$ cat src/dsc_pkg.sv
// Constants, word layout and helpers for the serial config and LO sync block
package dsc_pkg;
	// Word and field sizes
	localparam int          WORD_W          = 20;
	localparam int          NUM_CH          = 4;
	localparam int          PH_W            = 4;
	// Word layout: channel 0 phase in the top nibble, enables in the bottom nibble
	localparam int          PH_CH0_LSB      = 16;
	localparam int          PH_CH1_LSB      = 12;
	localparam int          PH_CH2_LSB      = 8;
	localparam int          PH_CH3_LSB      = 4;
	localparam int          EN_LSB          = 0;
	// Reset and special values
	localparam logic [19:0] WORD_RESET      = 20'h00000;
	localparam logic [3:0]  EN_NONE         = 4'h0;
	localparam logic [3:0]  EN_ALL          = 4'hF;
	localparam logic [3:0]  PH_QUICK        = 4'h0;
	localparam logic [1:0]  LO_START        = 2'h0;
	localparam logic [1:0]  LO_STEP         = 2'h1;
	// Register byte offsets
	localparam logic [7:0]  OFS_CTRL        = 8'h00;
	localparam logic [7:0]  OFS_STATUS      = 8'h04;
	localparam logic [7:0]  OFS_LATCH       = 8'h08;
	localparam logic [7:0]  OFS_SHIFT       = 8'h0C;
	// Control and status bit positions
	localparam int          CTRL_SOFT_CLEAR = 0;
	localparam int          CTRL_SOFT_HOLD  = 1;
	localparam logic [1:0]  CTRL_RESET      = 2'h0;
	localparam int          STAT_PD         = 0;
	localparam int          STAT_LO_HOLD    = 1;
	localparam int          STAT_LO_CNT_LSB = 2;
	localparam int          STAT_LO_I       = 4;
	localparam int          STAT_LO_Q       = 5;
	// AHB-Lite encodings
	localparam int          HTRANS_ACT_BIT  = 1;
	localparam logic        HRESP_OKAY      = 1'b0;

	// Channel enable nibble of a word
	function automatic logic [3:0] enables(input logic [19:0] word);
		enables = word[EN_LSB +: NUM_CH];
	endfunction : enables

	// Phase code of one channel, MSB first within the nibble
	function automatic logic [3:0] phase(input logic [19:0] word, input logic [1:0] ch);
		unique case (ch)
			2'h0: phase = word[PH_CH0_LSB +: PH_W];
			2'h1: phase = word[PH_CH1_LSB +: PH_W];
			2'h2: phase = word[PH_CH2_LSB +: PH_W];
			2'h3: phase = word[PH_CH3_LSB +: PH_W];
		endcase
	endfunction : phase

	// In-phase LO level for a divider state
	function automatic logic lo_i(input logic [1:0] cnt);
		lo_i = (cnt == 2'h0) || (cnt == 2'h1);
	endfunction : lo_i

	// Quadrature LO level, a quarter cycle behind in-phase
	function automatic logic lo_q(input logic [1:0] cnt);
		lo_q = (cnt == 2'h1) || (cnt == 2'h2);
	endfunction : lo_q
endpackage : dsc_pkg

$ cat src/dsc_edge.sv
// Edge detector for a synchronous pin level
`timescale 1ns/100ps
`default_nettype none
module dsc_edge (
	input  wire logic i_clock,  // System clock
	input  wire logic i_rst_n,  // Async reset, active low
	input  wire logic i_level,  // Sampled pin level
	output logic      o_rise,   // Rising edge pulse
	output logic      o_fall    // Falling edge pulse
);
	typedef struct packed {
		logic level;
	} dsc_edge_t;

	dsc_edge_t st;
	dsc_edge_t next_st;

	// Remember the previous level
	always_comb begin
		next_st       = st;
		next_st.level = i_level;
	end

	always_ff @(posedge i_clock or negedge i_rst_n) begin
		if (!i_rst_n) begin
			st <= '0;
		end else begin
			st <= next_st;
		end
	end

	// Edge pulses from previous and current level
	assign o_rise = i_level & ~st.level;
	assign o_fall = ~i_level & st.level;
endmodule : dsc_edge
`default_nettype wire

$ cat src/dsc_lodiv.sv
// Divide-by-four LO divider with sync hold and quadrature outputs
`timescale 1ns/100ps
`default_nettype none
module dsc_lodiv (
	input  wire logic       i_clock,   // System clock
	input  wire logic       i_rst_n,   // Async reset, active low
	input  wire logic       i_lo_rise, // Quad rate LO rising edge pulse
	input  wire logic       i_hold,    // Stop and reset the divider
	output logic [1:0]      o_cnt,     // Divider quadrant state
	output logic            o_lo_i,    // In-phase LO
	output logic            o_lo_q     // Quadrature LO
);
	typedef struct packed {
		logic [1:0] cnt;
		logic       lo_i;
		logic       lo_q;
	} dsc_lodiv_t;

	dsc_lodiv_t st;
	dsc_lodiv_t next_st;

	// Advance on LO edges, park at the start state while held
	always_comb begin
		next_st = st;
		if (i_hold) begin
			next_st.cnt = dsc_pkg::LO_START;
		end else if (i_lo_rise) begin
			next_st.cnt = 2'(st.cnt + dsc_pkg::LO_STEP);
		end
		next_st.lo_i = dsc_pkg::lo_i(next_st.cnt);
		next_st.lo_q = dsc_pkg::lo_q(next_st.cnt);
	end

	always_ff @(posedge i_clock or negedge i_rst_n) begin
		if (!i_rst_n) begin
			st <= '{cnt: dsc_pkg::LO_START, lo_i: 1'b1, lo_q: 1'b0};
		end else begin
			st <= next_st;
		end
	end

	assign o_cnt  = st.cnt;
	assign o_lo_i = st.lo_i;
	assign o_lo_q = st.lo_q;
endmodule : dsc_lodiv
`default_nettype wire

$ cat src/dsc_top.sv
// Serial configuration port, latch decode and LO sync of the quad demodulator
//
// Our own choices: the register offsets and the AHB-Lite register port.
`timescale 1ns/100ps
`default_nettype none
module dsc_top (
	input  wire logic        I_CLOCK,                 // System clock, 25 MHz
	input  wire logic        I_RST_N,                 // Async reset, active low
	input  wire logic        I_SERIAL_CLOCK,          // Serial shift clock
	input  wire logic        I_SERIAL_DATA_INPUT,     // Serial data in
	input  wire logic        I_SELECT_LATCH_STROBE_N, // Select, rising edge latches
	input  wire logic        I_SERIAL_CLEAR_PIN,      // Serial clear, active high
	input  wire logic        I_QUICK_TEST_NEG,        // Clear pin driven negative
	input  wire logic        I_LO_SYNC_PULSE,         // LO sync reset, active high
	input  wire logic        I_QUAD_RATE_LO_CLOCK,    // Four times LO clock level
	output logic             O_SERIAL_DATA_OUTPUT,    // Serial data out, daisy chain
	output logic [3:0]       O_CHANNEL_ENABLE_BITS,   // Per channel enables
	output logic [3:0]       O_PHASE_CH0,             // Channel 0 phase code
	output logic [3:0]       O_PHASE_CH1,             // Channel 1 phase code
	output logic [3:0]       O_PHASE_CH2,             // Channel 2 phase code
	output logic [3:0]       O_PHASE_CH3,             // Channel 3 phase code
	output logic             O_POWER_DOWN,            // Core powered down
	output logic             O_LO_I,                  // In-phase LO
	output logic             O_LO_Q,                  // Quadrature LO
	output logic [1:0]       O_LO_QUADRANT,           // Divider state
	input  wire logic        I_HSEL,                  // AHB slave select
	input  wire logic [31:0] I_HADDR,                 // AHB address
	input  wire logic [1:0]  I_HTRANS,                // AHB transfer type
	input  wire logic        I_HWRITE,                // AHB write
	input  wire logic [2:0]  I_HSIZE,                 // AHB size, word only
	input  wire logic [31:0] I_HWDATA,                // AHB write data
	input  wire logic        I_HREADY,                // AHB bus ready
	output logic [31:0]      O_HRDATA,                // AHB read data
	output logic             O_HREADYOUT,             // AHB slave ready
	output logic             O_HRESP                  // AHB response
);
	typedef struct packed {
		logic [19:0] shift;
		logic [19:0] latch;
		logic        pd;
		logic [1:0]  ctrl;
		logic        wr_ctrl;
		logic [31:0] rdata;
	} dsc_core_t;

	dsc_core_t   st;
	dsc_core_t   next_st;

	logic        sclk_rise;
	logic        strobe_rise;
	logic        clr_pin_fall;
	logic        lo_rise;
	logic        clr;
	logic        lo_hold;
	logic        accept;
	logic [1:0]  lo_cnt;
	logic        lo_i;
	logic        lo_q;
	logic [19:0] quick_word;

	// Serial clock edge
	dsc_edge u_sclk_edge (
		.i_clock (I_CLOCK),
		.i_rst_n (I_RST_N),
		.i_level (I_SERIAL_CLOCK),
		.o_rise  (sclk_rise),
		.o_fall  ()
	);

	// Select strobe edge, the latch clock
	dsc_edge u_strobe_edge (
		.i_clock (I_CLOCK),
		.i_rst_n (I_RST_N),
		.i_level (I_SELECT_LATCH_STROBE_N),
		.o_rise  (strobe_rise),
		.o_fall  ()
	);

	// Serial clear release, for quick test entry
	dsc_edge u_clear_edge (
		.i_clock (I_CLOCK),
		.i_rst_n (I_RST_N),
		.i_level (I_SERIAL_CLEAR_PIN),
		.o_rise  (),
		.o_fall  (clr_pin_fall)
	);

	// Quad rate LO edge
	dsc_edge u_lo_edge (
		.i_clock (I_CLOCK),
		.i_rst_n (I_RST_N),
		.i_level (I_QUAD_RATE_LO_CLOCK),
		.o_rise  (lo_rise),
		.o_fall  ()
	);

	// Divider stopped by sync pulse, power-down or software hold
	assign lo_hold = I_LO_SYNC_PULSE | st.pd | st.ctrl[dsc_pkg::CTRL_SOFT_HOLD];

	// LO divider
	dsc_lodiv u_lodiv (
		.i_clock   (I_CLOCK),
		.i_rst_n   (I_RST_N),
		.i_lo_rise (lo_rise),
		.i_hold    (lo_hold),
		.o_cnt     (lo_cnt),
		.o_lo_i    (lo_i),
		.o_lo_q    (lo_q)
	);

	// Clear from pin or software
	assign clr    = I_SERIAL_CLEAR_PIN | st.ctrl[dsc_pkg::CTRL_SOFT_CLEAR];
	assign accept = I_HSEL & I_HTRANS[dsc_pkg::HTRANS_ACT_BIT] & I_HREADY;

	assign quick_word = {dsc_pkg::PH_QUICK, dsc_pkg::PH_QUICK, dsc_pkg::PH_QUICK,
		dsc_pkg::PH_QUICK, dsc_pkg::EN_ALL};

	// Address decode; upper bits must be zero
	function automatic logic hit(input logic [31:0] addr, input logic [7:0] ofs);
		hit = (addr[31:8] == 24'h000000) && (addr[7:0] == ofs);
	endfunction : hit

	// Read data for an address, unmapped reads zero
	function automatic logic [31:0] read_mux(input logic [31:0] addr, input dsc_core_t s,
		input logic [5:0] stat_lo);
		logic [31:0] d;
		d = 32'h00000000;
		if (hit(addr, dsc_pkg::OFS_CTRL)) begin
			d[1:0] = s.ctrl;
		end else if (hit(addr, dsc_pkg::OFS_STATUS)) begin
			d[5:0] = stat_lo;
		end else if (hit(addr, dsc_pkg::OFS_LATCH)) begin
			d[19:0] = s.latch;
		end else if (hit(addr, dsc_pkg::OFS_SHIFT)) begin
			d[19:0] = s.shift;
		end
		read_mux = d;
	endfunction : read_mux

	// Next state of port, latch and register slave
	always_comb begin
		logic [5:0] stat_lo;
		stat_lo                            = 6'h00;
		stat_lo[dsc_pkg::STAT_PD]          = st.pd;
		stat_lo[dsc_pkg::STAT_LO_HOLD]     = lo_hold;
		stat_lo[dsc_pkg::STAT_LO_CNT_LSB +: 2] = lo_cnt;
		stat_lo[dsc_pkg::STAT_LO_I]        = lo_i;
		stat_lo[dsc_pkg::STAT_LO_Q]        = lo_q;
		next_st = st;
		// Register slave: write in data phase, read captured in address phase
		next_st.wr_ctrl = accept && I_HWRITE && hit(I_HADDR, dsc_pkg::OFS_CTRL);
		if (accept && !I_HWRITE) begin
			next_st.rdata = read_mux(I_HADDR, st, stat_lo);
		end
		if (st.wr_ctrl) begin
			next_st.ctrl = I_HWDATA[1:0];
		end
		if (clr) begin
			next_st.shift = dsc_pkg::WORD_RESET;
			next_st.latch = dsc_pkg::WORD_RESET;
		end else begin
			if (clr_pin_fall && I_QUICK_TEST_NEG) begin
				next_st.latch = quick_word;
			end
			if (strobe_rise) begin
				next_st.latch = st.shift;
			end
			if (sclk_rise) begin
				next_st.shift = {st.shift[18:0], I_SERIAL_DATA_INPUT};
			end
		end
		next_st.pd = (dsc_pkg::enables(next_st.latch) == dsc_pkg::EN_NONE);
	end

	// State register
	always_ff @(posedge I_CLOCK or negedge I_RST_N) begin
		if (!I_RST_N) begin
			st <= '{shift: dsc_pkg::WORD_RESET, latch: dsc_pkg::WORD_RESET, pd: 1'b1,
				ctrl: dsc_pkg::CTRL_RESET, wr_ctrl: 1'b0, rdata: 32'h00000000};
		end else begin
			st <= next_st;
		end
	end

	assign O_SERIAL_DATA_OUTPUT  = st.shift[19];
	assign O_CHANNEL_ENABLE_BITS = dsc_pkg::enables(st.latch);
	assign O_PHASE_CH0           = dsc_pkg::phase(st.latch, 2'h0);
	assign O_PHASE_CH1           = dsc_pkg::phase(st.latch, 2'h1);
	assign O_PHASE_CH2           = dsc_pkg::phase(st.latch, 2'h2);
	assign O_PHASE_CH3           = dsc_pkg::phase(st.latch, 2'h3);
	assign O_POWER_DOWN          = st.pd;
	assign O_LO_I                = lo_i;
	assign O_LO_Q                = lo_q;
	assign O_LO_QUADRANT         = lo_cnt;

	// Zero wait state slave, always OKAY
	assign O_HRDATA    = st.rdata;
	assign O_HREADYOUT = 1'b1;
	assign O_HRESP     = dsc_pkg::HRESP_OKAY;
endmodule : dsc_top
`default_nettype wire

$ cat config.mk
export PLATFORM = sky130hd
export DESIGN_NAME = dsc_top
export DESIGN_NICKNAME = d
export VERILOG_FILES = /design/src/dsc_pkg.sv /design/src/dsc_edge.sv /design/src/dsc_lodiv.sv /design/src/dsc_top.sv
export SDC_FILE = /design/constraint.sdc
export NUM_CORES = 1
export LEC_CHECK = 0
export BUFFER_PORTS_ARGS = -buffer_cell sky130_fd_sc_hd__buf_2
export CAP_MARGIN = 25
export CORE_MARGIN = 10
export CORE_UTILIZATION = 49
export DETAILED_ROUTE_END_ITERATION = 12
export PLACE_DENSITY_LB_ADDON = 0.08
export SYNTH_ARGS = -nofsm -noshare
export SYNTH_HDL_FRONTEND = slang
export SYNTH_SLANG_ARGS = --single-unit
export TNS_END_PERCENT = 20
$ cat constraint.sdc
create_clock -name I_CLOCK -period 1.7 [get_ports I_CLOCK]
set_input_delay 0 -clock I_CLOCK [delete_from_list [all_inputs] [get_ports I_CLOCK]]
set_output_delay 0 -clock I_CLOCK [all_outputs]
set_load 0.02 [all_outputs]
-- Word level (Yosys, flattened, before mapping)
Index checks and enable logic that the tools add are counted.
W data, S select, Z words.
- register bits after elaboration: 72
- latch bits: 0
- RAM bits: 0
- memory bits (read-only): 0
- word-level logic and storage cells: 62
- memories kept: 0
- add/subtract/negate cells: 1
- multipliers: 0
- divide/modulo/power cells: 0
- order comparisons: 0
- eq/ne operators: 5
- shifts and indexed selects: 0
- mux-type cells: 12
- bitwise logic cells: 13
- reduce and logical (&&, ||, !) cells: 17
- operators by type and width (operator ; number):
    $mux W20 ; 5
    $mux W40 ; 1
    $logic_not A24 Y1 ; 1
    $mux W18 ; 1
    $eq A8 B4 Y1 const B ; 2
    $mux W14 ; 1
    $eq A8 B3 Y1 const B ; 1
    $logic_and A1 B1 Y1 ; 8
    $logic_not A8 Y1 ; 1
    $and A1 B1 Y1 ; 6
    $mux W2 ; 3
    $mux W6 ; 1
    $logic_not A4 Y1 ; 1
    $not A1 Y1 ; 4
    $or A1 B1 Y1 ; 3
    $reduce_bool A3 Y1 ; 1
    $add A2 B1 Y2 const B ; 1
    $eq A2 B1 Y1 const B ; 1
    $eq A2 B2 Y1 const B ; 1
    $logic_not A2 Y1 ; 1
    $logic_or A1 B1 Y1 ; 2
    $reduce_bool A2 Y1 ; 1
    $logic_not A1 Y1 ; 1

-- Depth between registers and ports, before layout
Gate-level depths: netlist of the first run.
- depth after elaboration: 7
- gate-level depth with buffers: 6

-- Modules after synthesis
A second synthesis of the first run with hierarchy kept.
- cell total of the unflattened synthesis: 343
- area, all modules: 3659.8 µm²
- by module, submodules not included (module ; times used ; cells an instance ; area an instance (µm²) ; seq. area each (µm²)):
    dsc_top ; 1 ; 316 ; 3303.2 ; 1602.8
    dsc_lodiv ; 1 ; 15 ; 196.4 ; 101.3
    dsc_edge ; 4 ; 3 ; 40.0 ; 25.0

-- Worst setup path after synthesis of the first run
Ideal clock, no wire load.
- path kind: reg-to-reg
- start: register st, in the netlist O_POWER_DOWN
- end: register u_lodiv.st, in the netlist u_lodiv.o_lo_i
- arrival time: 1516 ps
- required time: 1616 ps
- setup slack: 100 ps
- cell stages (with the launch flop): 5
- path buffers: 0
- cell sequence: dfstp_2 or3_4 or2_2 ha_1 or2_2
- RTL lines (item ; RTL line ; source):
    start: declaration ; dsc_top.sv:46 ; dsc_core_t st;
    start signal: assignment ; dsc_top.sv:178 ; st <= '{shift: dsc_pkg::WORD_RESET, latch: dsc_pkg::WORD_RESET, pd: 1'b1,
    start signal: assignment ; dsc_top.sv:181 ; st <= next_st;
    end signal: assignment ; dsc_lodiv.sv:36 ; st <= '{cnt: dsc_pkg::LO_START, lo_i: 1'b1, lo_q: 1'b0};
    end signal: assignment ; dsc_lodiv.sv:38 ; st <= next_st;
    end: declaration ; dsc_lodiv.sv:19 ; dsc_lodiv_t st;

==> metrics, run 1 <==
clock share of power=0.451; Final Hold Fails=0; H-tree depth=3; DRT Wirelength=8.469 mm; worst skew pair latency=0.35 ns; Highest Clock Rate=623.9 MHz; relative slew slack=0.5458; Die Wd=105.4 µm; Most common cell on crit path=or2_2; hold_sp=I_HTRANS[1]; layout cells sized above 1=0.3641; r2r startpoint=O_POWER_DOWN$_DFF_PN1_; Slew Limit Fails=0; ANT cells=0; all-layer global routing usage=0.1503; quantity of I/O buffers inserted on ports=92; synthesized flop and latch total=72; # DRC=0; ranking of synthesized cells by area=dfrtp_1 49%, buf_4 12%, nand2_1 6.9%; Crit path depth=4; row cnt=31; setup ws final=0.09707 ns; Synth cell types=39; CTS max path bufs=2; Die Ht=105.4 µm; setup TNS=0 ns; reg2reg path depth=4; Crit. End Element=flip-flop; status=completed; critical path type=flip-flop to flip-flop; Crit path max-delay family=simple AND/OR/NAND/NOR gates; FF-to-FF setup slack=0.1 ns; commonest non-fill, non-tap cell in the layout=buf_2; period utilization=0.9429; worst slew pin tran=0.6812 ns; Fillers=624; Avg Cell Area, Syn=10.42 µm²; switch share=0.2333; die area=11110 µm²; Worst Setup SP=O_POWER_DOWN$_DFF_PN1_; Synth-to-Final Area Change=16.24%; pin count of the biggest net entering global routing=35; IO Count=141; sequential share of power=0.466; initial antenna violation count=0; Max-Cap Viols=0; CTS buffer count=9; RD Place Congestion=0.8246; clock sink count=72; RSZ-0062 raised after global routing=no; Initial DRT Pass Iterations=4; Worst Skew=0.007974 ns; Final setup viols=0; startpoint types=flip-flop; grt ovf=0; Multi-input gate area=1316 µm²; Yosys top cell area share=0.4900; first-pass GRT wire length=13.61 mm; CTS clk-pin slew, worst paths=0.08 ns; vias=2556; 1st-iter DRT viols=111; combinational fraction of design power=0.082; Hold WS=0.03870 ns; crit path max fanout=4; WP data arrival=1.87 ns; TritonCTS clock tree=done; sequential share of the synthesized area=0.5047; Leak=0.002075 µW; Hold Path End=O_HRDATA[0]$_DFFE_PN0P_; Synth area leader=dfrtp_1; Gate Count Post-Synth=343; Via density=5.002; crit path buf inv count=0; DP HPWL=6.286 mm; CTS root buf=clkbuf_8; storage element area=1804 µm²; switching power=873.5 µW; CP cell instances=or3_4, or2_2, ha_1, or2_2; Min-Delay Path Depth=5; synthesized area=3575 µm²; vias in the first global route=2633; VDD IR max=428.5 µV; Setup WS pre-CTS=0.1050 ns; nets=490; Int Power=2871 µW; post-CTS setup repair buffer count=0; DRT antenna net count=0; Max stage delay cell, worst path=dfstp_2; Yosys warnings=0; Starting Density=0.4982; area of the core=7176 µm²; slowest stage delay, CP=0.38 ns; CP required=1.97 ns; WL per Instance=16.57 µm; leading cell types in the layout, fill and taps excluded=92 x buf_2, 70 x dfrtp_1, 66 x nand2_1, 21 x a21oi_1, 16 x a22o_1; Hold WC Path Type=primary input to flip-flop; minimum clock period=1.603 ns; RR Endpoint=u_lodiv.o_lo_i$_DFF_PN1_; PwrDens=901.3 nW/µm²
power groups by stage:
stage | Clock [µW] | Sequential (µW) | Combinational [µW]
after floorplan | 0 | 1780 | 185
after global placement | 0 | 1780 | 293
after detailed placement | 0 | 1780 | 295
after CTS | 1730 | 1750 | 313
after global routing | 1780 | 1750 | 341
final | 1690 | 1750 | 309
worst max-delay path by stage:
stage	end	slack, ns
2_1_floorplan	u_lodiv.o_lo_i$_DFF_PN1_	0.10
3_3_place_gp	u_lodiv.o_lo_i$_DFF_PN1_	0.12
3_5_place_dp	u_lodiv.o_lo_i$_DFF_PN1_	0.10
4_1_cts	u_lodiv.o_lo_i$_DFF_PN1_	0.09
5_1_grt	O_PHASE_CH3[0]$_DFFE_PN0P_	0.007
6_report	u_lodiv.o_lo_i$_DFF_PN1_	0.1
final cells by class:
type / instances / share of cell area
inverter: 2 / 0.001807
clock inverter: 6 / 0.02770
timing repair buffer: 112 / 0.1566
tap: 99 / 0.02981
clock buffer: 10 / 0.03312
multi-input combinational: 210 / 0.3168
sequential: 72 / 0.4342
registers in the layout (all words and copies together), names as in the netlist:
register	flops
u_lo_edge.st	1
O_SERIAL_DATA_OUTPUT	1
u_strobe_edge.st	1
O_PHASE_CH3	4
O_POWER_DOWN	1
O_PHASE_CH2	4
u_sclk_edge.st	1
u_lodiv.o_lo_i	1
u_lodiv.o_cnt	2
O_PHASE_CH1	4
O_CHANNEL_ENABLE_BITS	4
st	22
O_HRDATA	20
O_PHASE_CH0	4
u_lodiv.o_lo_q	1
u_clear_edge.st	1
metrics by stage:
stage | cells | area [µm²] | total power (µW) | utilization
finish | 511 | 4155 | 3745 | 0.5791
global route | 511 | 4155 | 3872 | 0.5791
CTS | 511 | 4153 | 3784 | 0.5787
detailed placement | 484 | 3790 | 2074 | 0.5282
global placement | 484 | 3790 | 2072 | 0.5282
floorplan | 355 | 3620 | 1966 | -
synthesized netlist by cell type:
master / instances
a21oi_1: 21
a22o_1: 16
a22oi_1: 4
and3_1: 2
and4_1: 1
buf_2: 2
buf_4: 58
buf_6: 1
clkbuf_1: 10
conb_1: 2
dfrtp_1: 70
dfstp_2: 2
ha_1: 2
inv_1: 2
mux2_2: 6
mux2i_1: 14
mux4_2: 2
nand2_1: 66
nand2b_1: 2
nand3_1: 1
nand3_2: 1
nand4_2: 1
nand4b_1: 1
nor2_1: 9
nor2_4: 1
nor2b_1: 2
nor3_1: 3
nor4_1: 6
nor4_4: 1
o21ai_0: 8
o21ai_1: 1
o21ai_2: 10
o221a_2: 3
o31ai_1: 4
o41ai_1: 1
or2_2: 4
or3_4: 1
xnor2_1: 1
xor2_1: 1
per-layer routing:
| layer | routed length [µm] | GRT usage | vias to the layer above | part of all wire |
|---|---|---|---|---|
| met4 | 120 | 0.05980 | 0 | 0.014 |
| met2 | 3826 | 0.2284 | 82 | 0.45 |
| li1 | - | - | 1235 | - |
| met5 | 0 | 0 | - | 0 |
| met3 | 633 | 0.04568 | 10 | 0.075 |
| met1 | 3888 | 0.1958 | 1229 | 0.46 |
repair_timing:
action / 4_1_cts / 5_1_grt
endpoints found under the setup margin: 0 / 1
hold buffers: 11 / 0
hold endpoints to repair: 36 / 0
resized for setup: 0 / 1
worst min-delay path, stage by stage:
cell and delay [ns]:
buf_2 0.10, nand3_1 0.08, nor2_1 0.05, nand2_1 0.05, o21ai_0 0.06
cells by family (layout without fill, tap and decap cells):
kind of cell | count (synthesis) | in the layout | synth area share
and+or+nand+nor | 102 | 102 | 0.1358
other | 2 | 14 | 0.002101
muxes | 22 | 22 | 0.07070
xor gates and xnor gates | 2 | 2 | 0.004901
buffers and inverters | 73 | 130 | 0.1404
DFF | 72 | 72 | 0.5047
adders and majority gates | 2 | 2 | 0.006999
AOI/OAI and AO/OA | 68 | 68 | 0.1344
Note: power is estimated with default switching activity, not from simulation.
==> run 2: changes to the inputs <==
CORE_UTILIZATION = 53   (was 49)
clock period = 2.08 ns   (was 1.7 ns; I/O delays follow)
==> run 2 against run 1 <==
Flip-flop and latch count is the same. Fmax about the same. Global-route usage grew 1.4 points. Worst hold slack better by 0.0013 ns. Routed wire length grew 0.73%. Sequential share of layout area grew 0.98 points.
==> metrics, run 2 (synthesis results as in run 1) <==
WP data arrival=1.88 ns (was 1.87 ns); CTS max path bufs=2 (unchanged); switch share=0.2378 (was 0.2333); Die Wd=102.1 µm (was 105.4 µm); DRT antenna net count=0 (unchanged); Leak=0.002039 µW (was 0.002075 µW); area of the core=6459 µm² (was 7176 µm²); fin util=0.6292 (was 0.5791); first-pass GRT wire length=13.46 mm (was 13.61 mm); Max stage delay cell, worst path=dfrtp_1 (was dfstp_2); Slew Limit Fails=0 (unchanged); Fillers=551 (was 624); CP cell instances=nor2b_1, nand2_1, xor2_1, or2_2, ha_1, or2_2 (was or3_4, or2_2, ha_1, or2_2); Min-Delay Path Depth=4 (was 5); row cnt=29 (was 31); Final Hold Fails=0 (unchanged); Initial DRT Pass Iterations=4 (unchanged); ANT cells=0 (unchanged); relative slew slack=0.4725 (was 0.5458); Crit. End Element=flip-flop (unchanged); Crit path max-delay family=simple AND/OR/NAND/NOR gates (unchanged); slowest stage delay, CP=0.37 ns (was 0.38 ns); DP HPWL=6.197 mm (was 6.286 mm); nets=486 (was 490); worst skew pair latency=0.35 ns (about the same); Highest Clock Rate=624.3 MHz (was 623.9 MHz); Final setup viols=0 (unchanged); # DRC=0 (unchanged); VDD IR max=445.9 µV (was 428.5 µV); H-tree depth=3 (unchanged); clock share of power=0.423 (was 0.451); setup TNS=0 ns (unchanged); worst slew pin tran=0.7913 ns (was 0.6812 ns); leading cell types in the layout, fill and taps excluded=92 x buf_2, 70 x dfrtp_1, 66 x nand2_1, 21 x a21oi_1, 16 x a22o_1 (unchanged); critical path type=flip-flop to flip-flop (unchanged); all-layer global routing usage=0.1643 (was 0.1503); Die Ht=102.1 µm (was 105.4 µm); 1st-iter DRT viols=118 (was 111); initial antenna violation count=0 (unchanged); RSZ-0062 raised after global routing=no (unchanged); post-CTS setup repair buffer count=0 (unchanged); Most common cell on crit path=or2_2 (unchanged); startpoint types=flip-flop (unchanged); RD Place Congestion=0.8267 (was 0.8246); Via density=5.311 (was 5.002); clock sink count=72 (unchanged); Pwr Total=2906 µW (was 3745 µW); combinational fraction of design power=0.086 (was 0.082); Worst Skew=0.008297 ns (was 0.007974 ns); TritonCTS clock tree=done (unchanged); Starting Density=0.5535 (was 0.4982); CP required=2.35 ns (was 1.97 ns); DRT Wirelength=8.531 mm (was 8.469 mm); layout cells sized above 1=0.3529 (was 0.3641); r2r startpoint=u_lo_edge.st$_DFF_PN0_ (was O_POWER_DOWN$_DFF_PN1_); CTS root buf=clkbuf_8 (unchanged); PwrDens=715.0 nW/µm² (was 901.3 nW/µm²); most flop-heavy register=st (unchanged); Hold WC Path Type=primary input to flip-flop (unchanged); WL per Instance=17.59 µm (was 16.57 µm); pin count of the biggest net entering global routing=57 (was 35); vias=2576 (was 2556); Post-Layout Cell Count=485 (was 511); die area=10430 µm² (was 11110 µm²); reg2reg path depth=6 (was 4); RR Endpoint=u_lodiv.o_lo_i$_DFF_PN1_ (unchanged); hold_sp=I_HADDR[9] (was I_HTRANS[1]); commonest non-fill, non-tap cell in the layout=buf_2 (unchanged); Placed Instances=458 (was 484); IO Count=141 (unchanged); max reg flops=22 (unchanged); grt ovf=0 (unchanged); Int Power=2215 µW (was 2871 µW); crit path max fanout=2 (was 4); crit path buf inv count=0 (unchanged); minimum clock period=1.602 ns (was 1.603 ns); FF-to-FF setup slack=0.48 ns (was 0.1 ns); Synth-to-Final Area Change=13.69% (was 16.24%); status=completed (unchanged); CTS clk-pin slew, worst paths=0.07 ns (was 0.08 ns); vias in the first global route=2692 (was 2633); Hold Path End=O_HRDATA[1]$_DFFE_PN0P_ (was O_HRDATA[0]$_DFFE_PN0P_); period utilization=0.7701 (was 0.9429); Max-Cap Viols=0 (unchanged); quantity of I/O buffers inserted on ports=92 (unchanged); sequential share of power=0.491 (was 0.466); CTS buffer count=9 (unchanged); switching power=690.9 µW (was 873.5 µW)
-- run 2: cell types whose count changed in the layout (fill, tap and decap cells not counted) --
cell	previous run	this run
clkinvlp_4	1	2
nor2b_1	1	2
clkbuf_1	0	1
clkinv_2	0	1
nor2b_2	1	0
inv_6	1	0
clkinv_4	1	0
bufinv_16	3	2
buf_4	8	4
-- run 2: routing by layer --
metal,part of all wire,GRT usage
met2,0.44,0.2543
met3,0.098,0.05128
met4,0.013,0.06291
met1,0.45,0.2109
met5,0,0
-- run 2: worst register-to-register path: cells and delay by family, from the launching register on --
family	cells	cell delay (ns)
AND/OR/NAND/NOR	4	0.83
flip-flops	1	0.37
adder cells (fa/ha/maj)	1	0.17
XOR/XNOR	1	0.15
-- run 2: cell type report --
| class | instances | area [µm²] | share of cell area |
|---|---|---|---|
| repair buffers | 108 | 620.6 | 0.1527 |
| multi-input cells | 210 | 1314 | 0.3233 |
| clock buffers | 11 | 141.4 | 0.03479 |
| clock inverters | 5 | 80.08 | 0.01970 |
| well taps | 77 | 96.34 | 0.02371 |
| inverters | 2 | 7.507 | 0.001847 |
| flip-flops and latches | 72 | 1804 | 0.4440 |
-- run 2: power by group through the flow --
| stage | Clock (µW) | Combinational [µW] | Sequential (µW) |
|---|---|---|---|
| 6_report | 1230 | 249 | 1430 |
| 5_1_grt | 1300 | 274 | 1430 |
| 4_1_cts | 1250 | 251 | 1430 |
| 3_5_place_dp | 0 | 235 | 1460 |
| 3_3_place_gp | 0 | 233 | 1450 |
| 2_1_floorplan | 0 | 151 | 1460 |
-- run 2: worst max path at each step --
stage | startpoint | end | slack (ns) | cells past startpoint
detailed placement | u_lo_edge.st$_DFF_PN0_ | u_lodiv.o_lo_i$_DFF_PN1_ | 0.49 | 6
CTS | u_lo_edge.st$_DFF_PN0_ | u_lodiv.o_lo_i$_DFF_PN1_ | 0.48 | 6
floorplan | O_POWER_DOWN$_DFF_PN1_ | u_lodiv.o_lo_i$_DFF_PN1_ | 0.48 | 4
finish | u_lo_edge.st$_DFF_PN0_ | u_lodiv.o_lo_i$_DFF_PN1_ | 0.48 | 6
global placement | u_lo_edge.st$_DFF_PN0_ | u_lodiv.o_lo_i$_DFF_PN1_ | 0.49 | 6
global route | I_HWRITE | O_HRDATA[7]$_DFFE_PN0P_ | 0.37 | 6
-- run 2: what timing repair did --
action | 4_1_cts | 5_1_grt
endpoints found under the hold margin | 74 | 0
hold buffers | 11 | 0
endpoints found under the setup margin | 0 | 0
resized for setup | 0 | 0
-- run 2: through the flow --
| stage | setup WS, ns | hold WS, ns | area, µm² |
|---|---|---|---|
| 6_report | 0.4783 | 0.03995 | 4064 |
| 3_3_place_gp | 0.4943 | -0.05338 | 3732 |
| 5_1_grt | 0.3668 | 0.04998 | 4064 |
| 4_1_cts | 0.4762 | 0.03032 | 4064 |
| 2_1_floorplan | 0.4801 | -0.2956 | 3620 |
| 3_5_place_dp | 0.4881 | -0.04748 | 3732 |
